--- src/design/lxio_pkg.sv ---
// constants shared by the external contact-input decoder
package lxio_pkg;
  // --------------------------------------------------------------
  // clock and timing
  // --------------------------------------------------------------
  localparam int unsigned CLK_HZ = 10_000_000;
  localparam int unsigned DEBOUNCE_US = 100;
  localparam int unsigned DEBOUNCE_CYC = DEBOUNCE_US * (CLK_HZ / 1_000_000);
  localparam int unsigned HALT_MIN_MS = 1;
  localparam int unsigned HALT_MIN_CYC = HALT_MIN_MS * (CLK_HZ / 1_000);
  localparam int unsigned END_PULSE_MS = 40;
  localparam int unsigned END_PULSE_CYC = END_PULSE_MS * (CLK_HZ / 1_000);
  localparam int unsigned START_CNT_W = 20;

  // --------------------------------------------------------------
  // widths and input vector layout
  // --------------------------------------------------------------
  localparam int unsigned RECIPE_W = 5;
  localparam int unsigned BRANCH_N = 4;
  localparam int unsigned IDX_REMOTE = 0;
  localparam int unsigned IDX_HV = 1;
  localparam int unsigned IDX_CLEAR = 2;
  localparam int unsigned IDX_START = 3;
  localparam int unsigned IDX_HALT = 4;
  localparam int unsigned IDX_AIM = 5;
  localparam int unsigned IDX_GATE = 6;
  localparam int unsigned IDX_BRANCH = 7;
  localparam int unsigned IDX_RECIPE = IDX_BRANCH + BRANCH_N;
  localparam int unsigned IN_N = IDX_RECIPE + RECIPE_W;

  // --------------------------------------------------------------
  // reset values
  // --------------------------------------------------------------
  localparam logic RST_FAULT = 1'b0;
  localparam logic RST_TROUBLE_OK = 1'b1;
endpackage

--- src/design/lxio_ext_io.sv ---
// contact-closure control input decoder and status outputs
`timescale 1ns/1ns
// What this block does
// - honour external inputs only while remote-select closed
// - high voltage follows its input level
// - fault alarm latched, cleared by clear input
// - halt closure stops repeated output sequence
// - aiming light follows its input
// - cavity shutter open while gate input closed
// - branch pick inputs select beam units
// - recipe number from weighted five inputs
// - end-of-shot output closed 40 ms per flash
// - fault status open until fault cleared
// - input-acceptable output mirrors remote select
// - ready when high voltage on and charged
module lxio_ext_io #(
  parameter int unsigned END_CYC = lxio_pkg::END_PULSE_CYC,
  parameter int unsigned DB_CYC = lxio_pkg::DEBOUNCE_CYC
) (
  input wire logic core_clk, // system clock, 10 MHz
  input wire logic srst, // synchronous reset, active high
  input wire logic clkEn, // freezes all state while low
  input wire logic remoteSelectIn, // remote_select_in, 1 = closed
  input wire logic highVoltageSwitchIn, // 1 = closed, hv wanted
  input wire logic faultClearIn, // 1 = closed
  input wire logic emitStartIn, // 1 = closed
  input wire logic emitHaltIn, // 1 = closed
  input wire logic aimLightIn, // 1 = closed
  input wire logic cavityGateIn, // 1 = closed
  input wire logic [lxio_pkg::BRANCH_N-1:0] branchPickIn, // 1 = closed
  input wire logic [lxio_pkg::RECIPE_W-1:0] recipeSelIn, // weight 1..16
  input wire logic [lxio_pkg::START_CNT_W-1:0] startMinCyc, // min hold
  input wire logic faultPresent, // internal fault condition level
  input wire logic capCharged, // storage capacitor full
  input wire logic flashDone, // one-cycle pulse per lamp flash
  input wire logic seqDone, // one-cycle pulse, sequence finished
  output logic highVoltageOn, // hv supply enable
  output logic aimLightOn, // guide light enable
  output logic shutterOpen, // cavity shutter open
  output logic [lxio_pkg::BRANCH_N-1:0] branchSel, // selected units
  output logic [lxio_pkg::RECIPE_W-1:0] recipeNumber, // active recipe
  output logic emitStart, // one-cycle start command
  output logic emitHalt, // one-cycle halt command
  output logic seqActive, // output sequence running
  output logic faultAlarm, // latched alarm
  output logic troubleOk, // status pin, 1 = closed (no fault)
  output logic endOfShot, // status pin, 40 ms pulse
  output logic inputAccept, // status pin, remote honoured
  output logic readyOut // status pin, hv on and charged
);
  localparam int unsigned IN_N = lxio_pkg::IN_N;
  localparam int unsigned EW = $clog2(END_CYC + 1);
  localparam int unsigned SW = lxio_pkg::START_CNT_W;
  localparam logic [EW-1:0] END_LOAD = EW'(END_CYC);

  typedef struct packed {
    logic hvOn;
    logic aim;
    logic shutter;
    logic [lxio_pkg::BRANCH_N-1:0] branch;
    logic [lxio_pkg::RECIPE_W-1:0] recipe;
    logic startPulse;
    logic haltPulse;
    logic seq;
    logic fault;
    logic okPin;
    logic endPin;
    logic accept;
    logic ready;
    logic [SW-1:0] startCnt;
    logic startUsed;
    logic haltPrev;
    logic [EW-1:0] endCnt;
  } lxio_state_t;

  lxio_state_t q;
  lxio_state_t d;
  logic [IN_N-1:0] rawIn;
  logic [IN_N-1:0] cleanIn;

  // --------------------------------------------------------------
  // input conditioning
  // --------------------------------------------------------------
  // all contact inputs pass one shared filter bank
  always_comb begin
    rawIn = '0;
    rawIn[lxio_pkg::IDX_REMOTE] = remoteSelectIn;
    rawIn[lxio_pkg::IDX_HV] = highVoltageSwitchIn;
    rawIn[lxio_pkg::IDX_CLEAR] = faultClearIn;
    rawIn[lxio_pkg::IDX_START] = emitStartIn;
    rawIn[lxio_pkg::IDX_HALT] = emitHaltIn;
    rawIn[lxio_pkg::IDX_AIM] = aimLightIn;
    rawIn[lxio_pkg::IDX_GATE] = cavityGateIn;
    rawIn[lxio_pkg::IDX_BRANCH +: lxio_pkg::BRANCH_N] = branchPickIn;
    rawIn[lxio_pkg::IDX_RECIPE +: lxio_pkg::RECIPE_W] = recipeSelIn;
  end

  lxio_debounce #(
    .WIDTH(IN_N),
    .DB_CYC(DB_CYC)
  ) u_filter (
    .core_clk(core_clk),
    .srst(srst),
    .clkEn(clkEn),
    .rawIn(rawIn),
    .cleanOut(cleanIn)
  );

  // --------------------------------------------------------------
  // next-state logic
  // --------------------------------------------------------------
  // one gate for the hv, clear, start, halt, aim and gate contacts: a closure counts only under remote
  // select, so an open selector can never leave a level stuck on
  function automatic logic honour(input logic remote, input logic lvl);
    return remote & lvl;
  endfunction

  always_comb begin
    logic remote;
    logic startLvl;
    logic haltLvl;
    logic startOk;
    remote = cleanIn[lxio_pkg::IDX_REMOTE];
    startLvl = honour(remote, cleanIn[lxio_pkg::IDX_START]);
    haltLvl = honour(remote, cleanIn[lxio_pkg::IDX_HALT]);
    startOk = 1'b0;
    d = q;
    d.startPulse = 1'b0;
    d.haltPulse = 1'b0;

    // levels are forced safe while the remote select is open
    d.hvOn = honour(remote, cleanIn[lxio_pkg::IDX_HV]);
    d.aim = honour(remote, cleanIn[lxio_pkg::IDX_AIM]);
    d.shutter = honour(remote, cleanIn[lxio_pkg::IDX_GATE]);
    d.branch = remote ?
      cleanIn[lxio_pkg::IDX_BRANCH +: lxio_pkg::BRANCH_N] : '0;
    d.accept = remote;
    d.ready = q.hvOn & capCharged;

    // start needs a closure held for the configured minimum,
    // and fires once per closure so a stuck contact cannot repeat
    if (!startLvl) begin
      d.startCnt = '0;
      d.startUsed = 1'b0;
    end else if (!q.startUsed) begin
      if (q.startCnt + SW'(1) >= startMinCyc) begin
        startOk = ~q.fault & ~q.seq & ~faultPresent; // new fault blocks
        d.startUsed = 1'b1;
      end else begin
        d.startCnt = q.startCnt + SW'(1);
      end
    end
    if (startOk) begin
      d.startPulse = 1'b1;
      d.seq = 1'b1;
      // weights 1,2,4,8,16 map to bit positions 0..4
      d.recipe =
        cleanIn[lxio_pkg::IDX_RECIPE +: lxio_pkg::RECIPE_W];
    end

    // halt acts on the filtered rising edge; the filter is shorter
    // than the minimum closure so every legal closure is caught
    d.haltPrev = haltLvl;
    if (haltLvl && !q.haltPrev && q.seq) begin
      d.haltPulse = 1'b1;
      d.seq = 1'b0;
    end else if (seqDone && !startOk) begin
      d.seq = 1'b0; // a start in the same cycle wins
    end

    // clear only after the cause is gone; a new fault wins
    if (faultPresent) begin
      d.fault = 1'b1;
    end else if (honour(remote, cleanIn[lxio_pkg::IDX_CLEAR])) begin
      d.fault = 1'b0;
    end
    if (d.fault) begin
      d.seq = 1'b0; // a fault ends any running sequence
    end
    d.okPin = ~d.fault;

    // fixed-width end pulse, a new flash restarts it
    if (flashDone) begin
      d.endCnt = END_LOAD;
    end else if (q.endCnt != '0) begin
      d.endCnt = q.endCnt - EW'(1);
    end
    d.endPin = (d.endCnt != '0);
  end

  // --------------------------------------------------------------
  // state register
  // --------------------------------------------------------------
  always_ff @(posedge core_clk) begin
    if (srst) begin
      q <= '0;
      q.fault <= lxio_pkg::RST_FAULT;
      q.okPin <= lxio_pkg::RST_TROUBLE_OK;
    end else if (clkEn) begin
      q <= d;
    end
  end

  // --------------------------------------------------------------
  // outputs, each straight from the state register
  // --------------------------------------------------------------
  assign highVoltageOn = q.hvOn;
  assign aimLightOn = q.aim;
  assign shutterOpen = q.shutter;
  assign branchSel = q.branch;
  assign recipeNumber = q.recipe;
  assign emitStart = q.startPulse;
  assign emitHalt = q.haltPulse;
  assign seqActive = q.seq;
  assign faultAlarm = q.fault;
  assign troubleOk = q.okPin;
  assign endOfShot = q.endPin;
  assign inputAccept = q.accept;
  assign readyOut = q.ready;
endmodule // lxio_ext_io

--- src/design/lxio_debounce.sv ---
// three-flop synchroniser and debounce filter for contact inputs
`timescale 1ns/1ns
module lxio_debounce #(
  parameter int unsigned WIDTH = 16,
  parameter int unsigned DB_CYC = lxio_pkg::DEBOUNCE_CYC
) (
  input wire logic core_clk, // system clock
  input wire logic srst, // synchronous reset, active high
  input wire logic clkEn, // freezes all state while low
  input wire logic [WIDTH-1:0] rawIn, // asynchronous contact levels
  output logic [WIDTH-1:0] cleanOut // filtered levels, registered
);
  localparam int unsigned CW = $clog2(DB_CYC + 1);
  localparam logic [CW-1:0] DB_LAST = CW'(DB_CYC - 1);

  typedef struct packed {
    logic [WIDTH-1:0] s1;
    logic [WIDTH-1:0] s2;
    logic [WIDTH-1:0] s3;
    logic [WIDTH-1:0] stable;
    logic [WIDTH-1:0][CW-1:0] cnt;
  } lxio_db_t;

  lxio_db_t q;
  lxio_db_t d;

  // ------------------------------------------------------------
  // next state
  // ------------------------------------------------------------
  // s1 feeds only s2; a change counts once s2 and s3 agree
  always_comb begin
    d = q;
    d.s1 = rawIn;
    d.s2 = q.s1;
    d.s3 = q.s2;
    for (int i = 0; i < WIDTH; i++) begin
      if (q.s2[i] != q.s3[i] || q.s3[i] == q.stable[i]) begin
        d.cnt[i] = '0; // bounce restarts the wait
      end else if (q.cnt[i] == DB_LAST) begin
        d.stable[i] = q.s3[i];
        d.cnt[i] = '0;
      end else begin
        d.cnt[i] = q.cnt[i] + CW'(1);
      end
    end
  end

  // ------------------------------------------------------------
  // state register
  // ------------------------------------------------------------
  always_ff @(posedge core_clk) begin
    if (srst) begin
      q <= '0;
    end else if (clkEn) begin
      q <= d;
    end
  end

  assign cleanOut = q.stable;
endmodule // lxio_debounce

--- config.mk ---
export PLATFORM = sky130hd
export DESIGN_NAME = lxio_ext_io
export DESIGN_NICKNAME = d
export VERILOG_FILES = /design/src/design/lxio_pkg.sv /design/src/design/lxio_ext_io.sv /design/src/design/lxio_debounce.sv
export SDC_FILE = /design/constraint.sdc
export NUM_CORES = 1
export LEC_CHECK = 0
export ABC_AREA = 0
export BUFFER_PORTS_ARGS = -buffer_cell sky130_fd_sc_hd__buf_2
export CAP_MARGIN = 20
export CORE_ASPECT_RATIO = 0.6
export CORE_MARGIN = 2
export CORE_UTILIZATION = 60
export CTS_BUF_LIST = sky130_fd_sc_hd__clkbuf_2 sky130_fd_sc_hd__clkbuf_4 sky130_fd_sc_hd__clkbuf_8
export DETAILED_ROUTE_END_ITERATION = 12
export PLACE_DENSITY = 0.75
export SYNTH_ARGS = -nofsm -noshare
export SYNTH_HDL_FRONTEND = slang
export SYNTH_HIERARCHICAL = 1
export SYNTH_SLANG_ARGS = --single-unit
--- constraint.sdc ---
create_clock -name core_clk -period 9.26 [get_ports core_clk]
set_input_delay 1.389 -clock core_clk [delete_from_list [all_inputs] [get_ports core_clk]]
set_output_delay 1.389 -clock core_clk [all_outputs]
set_load 0.02 [all_outputs]
**Word-level counts from Yosys, hierarchy flattened**

Index checks and enable logic that the tools add are counted.

- Word-level logic and storage cells: 243
- Input bits: 43
- Bits in registers: 285

- Add/sub/neg operators: 18
- Bitwise gates (word level): 29
- Mux-type cells: 50
- Reduce and logical (&&, ||, !) cells: 43
- Equality and inequality tests: 50
- Magnitude comparators: 1

Operator list:

| cell | count |
|---|---|
| $mux 10 | 32 |
| $add 10x1->10 const B | 16 |
| $eq 10x10->1 const B | 16 |
| $reduce_and 3->1 | 17 |
| $mux 21 | 2 |
| $mux 19 | 2 |
| $reduce_bool 19->1 | 2 |
| $add 20x1->20 const B | 1 |
| $ge 20x20->1 | 1 |
| $mux 20 | 1 |
| $not 1->1 | 20 |
| $sub 19x1->19 const B | 1 |
| $eq 1x1->1 | 16 |
| $logic_or 1x1->1 | 16 |
| $ne 1x1->1 | 16 |
| $mux 1 | 12 |
| $and 1x1->1 | 9 |
| $mux 4 | 1 |
| $ne 2x2->1 const B | 2 |
| $reduce_and 2->1 | 2 |
| $reduce_bool 4->1 | 1 |
| $logic_and 1x1->1 | 3 |
| $logic_not 1->1 | 2 |

**Depth between registers and ports, before layout**

Gate-level depths: netlist of the first run.

- Depth after elaboration: 11
- Mapped depth: 16
- Depth with buffers taken out: 14

**By module**

The synthesis of the first run kept the hierarchy.

Modules (own cells, without submodules):

| module | cells each | times used | seq. area each (sq um) | area each (sq um) |
|---|---|---|---|---|
| lxio_debounce | 1293 | 1 | 4484.3 | 11584.9 |
| lxio_ext_io | 434 | 1 | 1221.2 | 3547.2 |

**Worst setup path before layout of the first run**

Ideal clock, no wire load.

- Path type: flip-flop to flip-flop
- From: register, netlist name q[21]
- To: register, netlist name q[33]
- Path slack: 5.434 ns
- Required time: 9.143 ns
- Buffers on the path: 3
- Cell stages (with the launch flop): 17
- Period minus slack after synthesis: 3.826 ns
- Arrival time: 3.709 ns
- Cell sequence: dfxtp_1 > and3_1 > nand4_1 > or3_1 > clkbuf_1 > or3_1 > nand2_1 > ha_1 > a21o_1 > a21o_1 > a221oi_1 > o31ai_1 > or3_1 > and2_1 > clkbuf_1 > buf_2 > a22o_1

==> results of run 1 <==
-- logic make-up after synthesis --
| family | count (synthesis) | share of synthesized area |
|---|---|---|
| flip-flops | 285 | 0.377 |
| buffers and inverters | 149 | 0.0461 |
| adder cells (fa/ha/maj) | 39 | 0.0322 |
| AO/OA/AOI/OAI | 469 | 0.217 |
| multiplexers | 59 | 0.0391 |
| AND/OR/NAND/NOR | 673 | 0.258 |
| XOR/XNOR | 53 | 0.0307 |
-- cell type report --
| class | count | area (sq um) |
|---|---|---|
| well taps | 322 | 403 |
| clock buffers | 68 | 880 |
| flip-flops and latches | 285 | 5710 |
| clock inverters | 8 | 46.3 |
| inverters | 41 | 154 |
| multi-input cells | 1293 | 8740 |
| fillers | 2003 | 8140 |
| repair buffers | 78 | 429 |
-- critical path: stages (launching register included) --
cell	delay (ns)
sky130_fd_sc_hd__dfxtp_1	0.42
sky130_fd_sc_hd__and3_1	0.20
sky130_fd_sc_hd__nand4_1	0.24
sky130_fd_sc_hd__or3_1	0.57
sky130_fd_sc_hd__xnor2_1	0.18
sky130_fd_sc_hd__ha_1	0.32
sky130_fd_sc_hd__a21oi_1	0.14
sky130_fd_sc_hd__o21ai_0	0.18
sky130_fd_sc_hd__a311oi_1	0.58
sky130_fd_sc_hd__o31ai_1	0.24
sky130_fd_sc_hd__or3_1	0.45
sky130_fd_sc_hd__and2_1	0.39
sky130_fd_sc_hd__mux2_2	0.36
-- state kept, by name, indices dropped and copies added (netlist names) --
signal and flops:
troubleOk 1, emitStart 1, highVoltageOn 1, q 41, u_filter/d 32, readyOut 1, faultAlarm 1, branchSel 4
shutterOpen 1, emitHalt 1, aimLightOn 1, seqActive 1, inputAccept 1, u_filter/q 176, recipeNumber 5, u_filter/cleanOut 16
endOfShot 1
-- report_power, final --
group          switching [mW]  internal [mW]
logic                   0.104         0.0589
registers              0.0212           1.24
clock network           0.492          0.604
total                   0.617           1.91
-- worst paths after layout --
kind                to  slack (ns)  depth (start not counted)
max reg2reg      q[21]        4.88                         12
min          troubleOk        0.47                          2
min reg2reg  troubleOk        0.47                          2
max              q[21]        4.88                         12
-- stage by stage --
stage | instance area [sq um] | std cells
3_3_place_gp | 15400 | 2014
3_5_place_dp | 15400 | 2014
6_report | 16400 | 2095
4_1_cts | 16300 | 2090
5_1_grt | 16400 | 2095
2_1_floorplan | 15100 | 1727
-- metal layers --
layer / up-vias / global-route usage / routed length, microns / part of all wire
met5: - / 0 / 0 / 0
met4: 0 / 0.0706 / 532 / 0.015
met3: 43 / 0.0494 / 2240 / 0.062
met2: 393 / 0.405 / 15200 / 0.42
met1: 6361 / 0.396 / 18000 / 0.50
li1: 6540 / - / - / -
-- synth_stat cells (6+ instances only) --
cell / number / area [sq um]
sky130_fd_sc_hd__or3b_2: 7 / 61.3
sky130_fd_sc_hd__nor4_1: 21 / 131
sky130_fd_sc_hd__or4b_1: 9 / 90.1
sky130_fd_sc_hd__mux2i_1: 58 / 581
sky130_fd_sc_hd__and3b_1: 11 / 96.3
sky130_fd_sc_hd__and2_1: 10 / 62.6
sky130_fd_sc_hd__or2_2: 17 / 106
sky130_fd_sc_hd__o211ai_1: 15 / 113
sky130_fd_sc_hd__a211o_1: 9 / 78.8
sky130_fd_sc_hd__nand4b_1: 31 / 272
sky130_fd_sc_hd__o21ai_1: 6 / 30.0
sky130_fd_sc_hd__a22o_1: 37 / 324
sky130_fd_sc_hd__dfxtp_1: 285 / 5710
sky130_fd_sc_hd__buf_2: 26 / 130
sky130_fd_sc_hd__nand2b_1: 12 / 75.1
sky130_fd_sc_hd__xor2_1: 13 / 114
sky130_fd_sc_hd__nand3b_1: 8 / 60.1
sky130_fd_sc_hd__inv_1: 40 / 150
sky130_fd_sc_hd__nand3_1: 51 / 255
sky130_fd_sc_hd__a31oi_1: 16 / 100
sky130_fd_sc_hd__a211oi_1: 36 / 270
sky130_fd_sc_hd__o21ai_0: 73 / 365
sky130_fd_sc_hd__nor2_1: 119 / 447
sky130_fd_sc_hd__or3_1: 32 / 200
sky130_fd_sc_hd__a311oi_1: 6 / 52.6
sky130_fd_sc_hd__ha_1: 39 / 488
sky130_fd_sc_hd__clkbuf_1: 47 / 176
sky130_fd_sc_hd__a21o_1: 61 / 458
sky130_fd_sc_hd__nor3b_1: 31 / 233
sky130_fd_sc_hd__and3_1: 37 / 231
sky130_fd_sc_hd__a21oi_1: 78 / 390
sky130_fd_sc_hd__o311ai_0: 16 / 140
sky130_fd_sc_hd__o21a_1: 27 / 203
sky130_fd_sc_hd__a22oi_1: 12 / 90.1
sky130_fd_sc_hd__buf_4: 26 / 195
sky130_fd_sc_hd__nor4b_1: 17 / 149
sky130_fd_sc_hd__nor3_1: 29 / 145
sky130_fd_sc_hd__buf_1: 8 / 30.0
sky130_fd_sc_hd__or4_1: 14 / 105
sky130_fd_sc_hd__nand4_1: 49 / 307
sky130_fd_sc_hd__xnor2_1: 40 / 350
sky130_fd_sc_hd__o31ai_1: 38 / 285
sky130_fd_sc_hd__nand2_1: 132 / 495
==> results.md, run 1 <==
- The max-capacitance violation count is 0.
- At the pin with the least slew margin, the transition time is 1.01 ns.
- The number of I/O pins is between 60 and 70.
- Across the routed clock network, the largest skew measured is 0.0300 ns.
- The worst path meets setup with 4.88 ns of slack.
- The floorplan has 44 rows.
- At the end of the flow the core is filled with cells to 0.668.
- The die area is 0.0265 sq mm.
- The type of the worst min-delay path is reg2reg.
- The post-synthesis async set-or-reset flop share is 0.
- For the worst-skew pair, the clock arrives at the later sink with an insertion delay of 0.56 ns.
- Data on the critical path arrives at its endpoint at 4.81 ns.
- The flow ran to the end, and the final reports show no timing, DRC or antenna violations.
- The CTS buffer count is 43.
- Once the clock tree was built, the resizer swapped 0 gates to a different size.
- The most common library cell in the layout ignoring fill and taps is sky130_fd_sc_hd__dfxtp_1.
- In this run the worst setup path begins at q[21].
- In the final design database the tool counted 1824 nets.
- The critical path capture point type is a register.
- The routability congestion estimate is 0.878.
- The top flip-flop cell by instance count after synthesis is sky130_fd_sc_hd__dfxtp_1.
- The fraction of layout cells with a size suffix above 1 is 0.119.
- For this run the aggregate overflow at the end of global routing stands at 0.
- Summing every instance area after synthesis gives 0.0151 sq mm.
- Summed over all layers, the routed wires come to ~36 mm.
- Setup violations remaining at the end of the flow were counted as 0.
- After legalization and detailed placement, the total HPWL measured 24.2 mm.
- Of the synthesized area, sequential elements account for 0.377.
- In this run the remaining antenna-violating nets after routing total 0.
- VDD sags by at most 0.000124 V.
- The detailed-route wire length per cell is 17.2 microns.
- The number of warning messages in the yosys log is 6.
- Entering global routing, the biggest net connects 63 pins.
- In this run the tool buffered the top-level ports with 62 buffer cells.
- The design draws around 2.5 mW.
- The number of pins exceeding their max-slew limit in the final report is 0.
- The critical path is of the reg2reg type.
- The net count after synthesis is 1809.
- The startpoint identified for the worst register-to-register timing path is q[21].
- In this run, the number of DRC markers left after iteration 0 of detailed routing was roughly 1200.
- The sink count of the clock tree is between 200 and 300.
- Relative to the synthesized area, the layout overhead comes to 8.08%.
- The relative max-transition margin is 0.318.
- The worst setup slack after placement is slightly below 5 ns.
- The critical path required time is 9.69 ns.
- The number of iterations in the first detailed-routing pass is 5.
- The core region is 0.0245 sq mm.
- In this run the worst path has a maximum fanout of 17.
- Derived from the worst setup path, the maximum achievable clock frequency is 229 MHz.
- The maximum clock insertion buffer count is 3.
- The x dimension of the die is about 210 microns.
- After clock tree synthesis, the clock-pin slew on the worst setup and hold paths is ~0.07 ns.
- The routed layout has 13300 vias.
- Final hold analysis gives a worst-case slack of 0.468 ns.
- The share of the cycle needed by the critical path after routing is 0.473.
- The aggregate global-route resource usage is 0.269.
- Setup repair after global routing left no endpoint under its margin.
- In this run the static leakage power is 6.50 nW.
- The DRC violation count after routing is 0.
- The die is 127 microns tall.
- The H-tree depth reported by CTS is 2.
- Summed over all failing endpoints, the final setup total negative slack is 0 ns.
- The count of endpoints failing hold in the final timing report is 0.
- In the synthesized netlist, the number of instances is 1727.
- The per-instance average area after synthesis is ~8.8 sq um.
- The synthesized design contains 0 enable-type register cells.
- The initial antenna violation count came to 0.
- In this run, synthesis produced a sequential element count of roughly 290.
- The launching element type of the critical path is a register.
- Yosys mapped the design onto 77 distinct sky130hd cell types.
- For this configuration, the core starts out at a cell density of 0.618.
- In this run the most critical hold path is launched from troubleOk.
- The number of hold buffers added after CTS is 0.
- The via-per-instance ratio is 6.37.
- In this run the power density over the cells is 154 mW/mm^2.
- The CTS root buffer is sky130_fd_sc_hd__clkbuf_8.
- The clock tree from TritonCTS is done.
- The final critical delay including setup and external delays is 4.38 ns.
- The number of global-route vias before repair is 12300.
- The first global-routing pass estimated 60.4 mm of wire.
- Leaving out fill and tap cells, the most frequent cells in the layout are sky130_fd_sc_hd__dfxtp_1 (285), sky130_fd_sc_hd__nand2_1 (132), sky130_fd_sc_hd__nor2_1 (118).
- Post-CTS timing repair inserted 0 buffers for setup.
- The number of antenna repair diodes is 0.
No activity file was read; power rests on OpenSTA's default activity.
==> run 2: changes to the inputs <==
Clock period 9.26 ns to 4.1 ns, I/O delays scaled along.
==> run 2 against run 1 <==
Effect of this change:
- flip-flop and latch count stayed put
- worst hold slack lost 0.19 ns
- critical endpoint unchanged
- sequential power increased by 130%
- register-to-register slack lost 4.7 ns
- cell count is 0.24% higher
- largest power group unchanged
- combinational power rose by 130%
- clock-buffer cell count rose by 1
- setup slack worse by 4.7 ns
- clock skew down 0.0014 ns
- sequential share of layout area decreased by 0.18 points
- via count down 0.69%
==> results.md, run 2 (same netlist as run 1, synthesis figures left out) <==
- The number of iterations in the first detailed-routing pass is 8 (was 5).
- The routability congestion estimate is 0.874 (was 0.878).
- The transition time of the tightest slew-check pin is 1.10 ns (was 1.01 ns).
- The DRC violation count after routing is 0 (unchanged).
- The overall power after layout came to 5.73 mW (was 2.52 mW).
- The clock-pin slew reported for the worst setup and hold paths after clock tree synthesis was 0.06 ns (was 0.07 ns).
- The die area is 0.0265 sq mm (unchanged).
- The ratio of total power to cell area is 348 mW/mm^2 (was 154 mW/mm^2).
- The flip-flop count of the largest register, all copies and words added is 176 (unchanged).
- The worst-path maximum fanout is 17 (unchanged).
- The worst clock skew is 0.0286 ns (was 0.0300 ns).
- The detailed-route wire length per cell was 16.8 microns (was 17.2 microns).
- The fmax is 254 MHz (was 229 MHz).
- The clock tree from TritonCTS is done (unchanged).
- The number of global-route vias before repair is 12100 (was 12300).
- The count of buffers inserted at the top-level ports is 62 (unchanged).
- The final instance count without filler cells is 2100 (was 2095).
- The aggregate routed wire length is 35.3 mm (was 35.9 mm).
- The HPWL after detailed placement came to 23.4 mm (was 24.2 mm).
- The clock latency of the later-clocked register in the worst-skew pair is 0.57 ns (was 0.56 ns).
- The length of routed met2 wiring is 14.6 mm (was 15.2 mm).
- The number of I/O pins is 63 (unchanged).
- The kind of critical path is reg2reg (unchanged).
- The sink count of the clock tree is 285 (unchanged).
- The final total negative setup slack came to 0 ns (unchanged).
- The CTS buffer count is 43 (unchanged).
- The worst setup slack after placement came to 0.0156 ns (was 4.86 ns).
- The share of the cycle needed by the critical path after routing is 0.962 (was 0.473).
- The remaining antenna violation count came to 0 (unchanged).
- The count of endpoints failing hold in the final timing report is 0 (unchanged).
- The critical path capture point type was a register (unchanged).
- The area of the core region is 0.0245 sq mm (unchanged).
- Top library cells by usage in the layout, fill and taps aside: sky130_fd_sc_hd__dfxtp_1 (285), sky130_fd_sc_hd__nand2_1 (132), sky130_fd_sc_hd__nor2_1 (118) (unchanged).
- The met3 wirelength from detailed routing is 2.44 mm (was 2.24 mm).
- The static leakage is 6.54 nW (was 6.50 nW).
- The site row count is 44 (unchanged).
- RSZ-0062 raised after global routing: no (unchanged).
- The type of the worst min-delay path is in2reg (was reg2reg).
- The number of antenna repair diodes is 0 (unchanged).
- The H-tree depth reported by CTS is 2 (unchanged).
- The maximum number of pins on one net before global-route repair is 62 (was 63).
- Outcome: complete, no violations (unchanged).
- The x dimension of the die is 209 microns (unchanged).
- The count of routing violations after the opening detailed-route iteration is 1110 (was 1189).
- The final critical delay including setup and external delays is 3.94 ns (was 4.38 ns).
- The worst setup slack after layout is 0.158 ns (was 4.88 ns).
- The fraction of layout cells with a size suffix above 1 is 0.123 (was 0.119).
- The aggregate global-route resource usage is 0.264 (was 0.269).
- The maximum clock insertion buffer count was 3 (unchanged).
- The final setup violation count is 0 (unchanged).
- The most common library cell in the layout ignoring fill and taps is sky130_fd_sc_hd__dfxtp_1 (unchanged).
- The peak supply drop came to 0.000239 V (was 0.000124 V).
- The critical path required time is 4.54 ns (was 9.69 ns).
- The net count of the finished layout is 1829 (was 1824).
- The total routed wire length on the met1 layer is 17.5 mm (was 18.0 mm).
- The register name with the most flops was u_filter/q (unchanged).
- The worst slack on hold paths is 0.277 ns (was 0.468 ns).
- The uppermost layer routed is met4 (unchanged).
- The starting utilization of the core area is 0.618 (unchanged).
- The first-pass GRT wire length was 59.4 mm (was 60.4 mm).
- The height of the chip came to 127 microns (unchanged).
- The overall overflow remaining after global route was 0 (unchanged).
- The relative max-transition margin was 0.263 (was 0.318).
- The number of hold buffers added after CTS was 0 (unchanged).
- The max-capacitance violation count is 0 (unchanged).
- The number of instances in the placed design is 2023 (was 2014).
- The launching element type of the critical path is a register (unchanged).
- The fill cell total of the finished layout came to 2029 (was 2003).
- The CTS root buffer is sky130_fd_sc_hd__clkbuf_8 (unchanged).
- The layout-stage area growth over the synthesis result is 8.63% (was 8.08%).
- The number of pins exceeding their max-slew limit in the final report was 0 (unchanged).
- The initial antenna violation count came to 0 (unchanged).
- The via-per-instance ratio is 6.31 (was 6.37).
- The count of vias placed by the detailed router came to 13200 (was 13300).
- The arrival time of the worst setup path was 4.39 ns (was 4.81 ns).
run 2: through the flow:
stage          instance area, sq um   util
2_1_floorplan                 15100      -
3_3_place_gp                  15500  0.632
3_5_place_dp                  15500  0.632
4_1_cts                       16400  0.670
5_1_grt                       16400  0.671
6_report                      16400  0.671
run 2: report_power, final:
group          internal [mW]  total [mW]  leakage, nW  switching, mW
registers               2.81        2.86         2.30         0.0486
logic                  0.139       0.379         3.74          0.240
clock network           1.39        2.49        0.500           1.10
total                   4.34        5.73         6.54           1.39
run 2: repair_timing:
action,in CTS,in global routing
buffers inserted,0,0
endpoints found under the setup margin,1,16
resized for setup,1,2
run 2: worst paths after layout:
| path | slack, ns | startpoint | depth (start not counted) | endpoint |
|---|---|---|---|---|
| worst min register to register | 0.46 | troubleOk | 2 | troubleOk |
| worst max register to register | 0.16 | q[25] | 13 | q[21] |
| worst max-delay path | 0.16 | q[25] | 13 | q[21] |
| worst min-delay path | 0.28 | branchPickIn[2] | 3 | u_filter/d[201] |
run 2: cell type report:
class | count | area (sq um) | share of cell area
Timing Repair Buffer | 83 | 489 | 0.0298
Clock buffer | 69 | 900 | 0.0547
Sequential cell | 285 | 5710 | 0.347
Multi-Input combinational cell | 1293 | 8740 | 0.532
Tap cell | 322 | 403 | 0.0245
Clock inverter | 7 | 41.3 | 0.00251
Inverter | 41 | 156 | 0.00951
run 2: per-layer routing:
| layer | GRT usage | vias up |
|---|---|---|
| li1 | - | 6560 |
| met1 | 0.388 | 6204 |
| met2 | 0.394 | 416 |
| met3 | 0.0509 | 65 |
| met4 | 0.0794 | 0 |
| met5 | 0 | - |
run 2: critical path, stage by stage, from the launching register on:
cell	delay, ns
sky130_fd_sc_hd__dfxtp_1	0.39
sky130_fd_sc_hd__and3_1	0.22
sky130_fd_sc_hd__nand4_1	0.25
sky130_fd_sc_hd__or3_4	0.51
sky130_fd_sc_hd__or3_1	0.39
sky130_fd_sc_hd__nand2_1	0.08
sky130_fd_sc_hd__ha_1	0.23
sky130_fd_sc_hd__a21o_1	0.19
sky130_fd_sc_hd__a21o_1	0.17
sky130_fd_sc_hd__a221oi_1	0.29
sky130_fd_sc_hd__o31ai_1	0.16
sky130_fd_sc_hd__or3_1	0.35
sky130_fd_sc_hd__and2_2	0.31
sky130_fd_sc_hd__mux2_2	0.30
==> run 3: changes to the inputs <==
Settings changed: CORE_UTILIZATION 60 to 58, PLACE_DENSITY 0.75 to 0.76.
Clock period 4.1 ns to 3.6 ns, I/O delays scaled along.
==> run 3 against run 2 <==
Effect of this change:
- setup slack worse by 0.15 ns
- first-iteration DRC count is 19% higher
- critical path depth is 2 higher
- combinational power is 20% higher
- critical path type unchanged
- die area is 3.4% higher
==> results.md, run 3 (same netlist as run 1, synthesis figures left out) <==
- Outcome: complete, no violations (unchanged).
- The share of the cycle needed by the critical path after routing came to 0.997 (was 0.962).
- The register-to-register setup slack was 0.01 ns (was 0.16 ns).
- The H-tree depth reported by CTS is 2 (unchanged).
- The final instance count without filler cells is 2172 (was 2100).
- The initial antenna violation count was 0 (unchanged).
- The ratio of total power to cell area is 396 mW/mm^2 (was 348 mW/mm^2).
- The count of buffers inserted at the top-level ports is 62 (unchanged).
- The number of instances in the placed design is 2083 (was 2023).
- The clock tree from TritonCTS is done (unchanged).
- The clock-pin slew reported for the worst setup and hold paths after clock tree synthesis came to 0.07 ns (was 0.06 ns).
- The starting utilization of the core area is 0.595 (was 0.618).
- The aggregate global-route resource usage is 0.258 (was 0.264).
- The detailed-route wire length per cell came to 16.7 microns (was 16.8 microns).
- The transition time of the tightest slew-check pin is 1.09 ns (was 1.10 ns).
- The most common library cell in the layout ignoring fill and taps was sky130_fd_sc_hd__dfxtp_1 (unchanged).
- The register name with the most flops was u_filter/q (unchanged).
- The static leakage is 6.83 nW (was 6.54 nW).
- The fraction of layout cells with a size suffix above 1 came to 0.160 (was 0.123).
- RSZ-0062 raised after global routing: yes (was no).
- The site row count is 45 (was 44).
- The number of iterations in the first detailed-routing pass was 5 (was 8).
- Top library cells by usage in the layout, fill and taps aside: sky130_fd_sc_hd__dfxtp_1 (280), sky130_fd_sc_hd__nand2_1 (130), sky130_fd_sc_hd__nor2_1 (115) (was sky130_fd_sc_hd__dfxtp_1 (285), sky130_fd_sc_hd__nand2_1 (132), sky130_fd_sc_hd__nor2_1 (118)).
- The max-capacitance violation count is 0 (unchanged).
- The number of I/O pins came to 63 (unchanged).
- The destination of the critical timing path is q[21] (unchanged).
- The overall overflow remaining after global route is 0 (unchanged).
- The number of pins exceeding their max-slew limit in the final report is 0 (unchanged).
- The critical path capture point type is a register (unchanged).
- The final critical delay including setup and external delays was 3.59 ns (was 3.94 ns).
- The layout-stage area growth over the synthesis result is 12.6% (was 8.63%).
- The kind of critical path is reg2reg (unchanged).
- The count of endpoints failing hold in the final timing report is 0 (unchanged).
- The fill cell total of the finished layout is 2134 (was 2029).
- The clock latency of the later-clocked register in the worst-skew pair is 0.57 ns (about the same).
- The final non-filler cell area came to 0.0170 sq mm (was 0.0164 sq mm).
- The x dimension of the die is 213 microns (was 209 microns).
- The arrival time of the worst setup path was 4.03 ns (was 4.39 ns).
- The count of vias placed by the detailed router is 13500 (was 13200).
- The number of global-route vias before repair came to 12000 (was 12100).
- The area of the core region was 0.0254 sq mm (was 0.0245 sq mm).
- The fmax was 279 MHz (was 254 MHz).
- The depth of the worst register-to-register path is 15 (was 13).
- The type of the worst min-delay path is in2reg (unchanged).
- The relative max-transition margin is 0.270 (was 0.263).
- The post-place instance area is 0.0158 sq mm (was 0.0155 sq mm).
- The HPWL after detailed placement came to 23.7 mm (was 23.4 mm).
- The critical path required time came to 4.05 ns (was 4.54 ns).
- The worst clock skew is 0.0279 ns (was 0.0286 ns).
- The aggregate routed wire length came to 36.2 mm (was 35.3 mm).
- The launching element type of the critical path is a register (unchanged).
- The height of the chip is 129 microns (was 127 microns).
- The DRC violation count after routing came to 0 (unchanged).
- The overall power after layout is 6.74 mW (was 5.73 mW).
- The CTS root buffer is sky130_fd_sc_hd__clkbuf_8 (unchanged).
- The number of antenna repair diodes is 0 (unchanged).
- The die area is 0.0274 sq mm (was 0.0265 sq mm).
- The routability congestion estimate is 0.858 (was 0.874).
- The timing startpoint of the critical path is q[22] (was q[25]).
- The sink count of the clock tree is 285 (unchanged).
- The number of hold buffers added after CTS was 0 (unchanged).
- The worst-path maximum fanout came to 6 (was 17).
- The source of the worst register-to-register timing path is q[22] (was q[25]).
- The maximum number of pins on one net before global-route repair is 118 (was 62).
- The first-pass GRT wire length is 59.2 mm (was 59.4 mm).
- The critical register-to-register path endpoint is q[21] (unchanged).
- The final setup violation count is 0 (unchanged).
- The final total negative setup slack came to 0 ns (unchanged).
- The CTS buffer count is 44 (was 43).
- The flip-flop count of the largest register, all copies and words added is 176 (unchanged).
- The net count of the finished layout is 1867 (was 1829).
- The maximum clock insertion buffer count is 3 (unchanged).
- The worst slack on hold paths was 0.198 ns (was 0.277 ns).
- The via-per-instance ratio is 6.22 (was 6.31).
- The peak supply drop is 0.000299 V (was 0.000239 V).
- The remaining antenna violation count is 0 (unchanged).
- The count of routing violations after the opening detailed-route iteration was 1319 (was 1110).
run 3: metrics by stage:
step	utilization	worst slack, ns
2_1_floorplan	-	-0.0392
3_3_place_gp	0.621	-0.000204
3_5_place_dp	0.621	-0.108
4_1_cts	0.662	0.0152
5_1_grt	0.670	-0.115
6_report	0.670	0.0116
run 3: worst min path at each step:
stage,startpoint,end,cells after the start
3_3_place_gp,troubleOk,troubleOk,2
6_report,emitHaltIn,u_filter/d[196],3
3_5_place_dp,troubleOk,troubleOk,2
2_1_floorplan,q[20],q[20],1
4_1_cts,branchPickIn[3],u_filter/d[202],3
5_1_grt,cavityGateIn,u_filter/d[198],3
run 3: area by class of cell:
cell class	count	area (sq um)	share of cell area
timing repair buffer	120	830	0.0487
inverter	41	156	0.00918
tap	352	440	0.0258
clock buffer	71	902	0.0529
sequential	285	5710	0.335
multi-input combinational	1293	8900	0.522
clock inverter	10	105	0.00617
run 3: critical path, cell delays in order, from the launching register on:
cell and delay (ns):
sky130_fd_sc_hd__dfxtp_2 0.34, sky130_fd_sc_hd__and3_4 0.17, sky130_fd_sc_hd__nand4_1 0.14, sky130_fd_sc_hd__or3_4 0.46, sky130_fd_sc_hd__buf_6 0.15, sky130_fd_sc_hd__nor2_4 0.11
sky130_fd_sc_hd__xor2_2 0.19, sky130_fd_sc_hd__ha_1 0.28, sky130_fd_sc_hd__a21oi_2 0.18, sky130_fd_sc_hd__o21ai_2 0.08, sky130_fd_sc_hd__a221oi_2 0.29, sky130_fd_sc_hd__o31ai_2 0.13
sky130_fd_sc_hd__or3_1 0.37, sky130_fd_sc_hd__and2_4 0.18, sky130_fd_sc_hd__buf_12 0.13, sky130_fd_sc_hd__mux2_4 0.24
run 3: timing repair:
item / in CTS / in global routing
gates resized for setup: 8 / 27
endpoints found under the setup margin: 22 / 26
buffers inserted: 3 / 2
cloned: 0 / 1
pin swaps: 5 / 17
run 3: per-layer routing:
| metal | GRT usage | vias up | routed length [microns] |
|---|---|---|---|
| met1 | 0.380 | 6415 | 17900 |
| met3 | 0.0448 | 66 | 2030 |
| met5 | 0 | - | 0 |
| li1 | - | 6643 | - |
| met4 | 0.0814 | 0 | 824 |
| met2 | 0.384 | 376 | 15500 |
run 3: power by group:
group / internal (mW) / leakage [nW] / switching (mW)
clock network: 1.73 / 0.531 / 1.30
logic: 0.171 / 3.99 / 0.283
registers: 3.20 / 2.31 / 0.0538
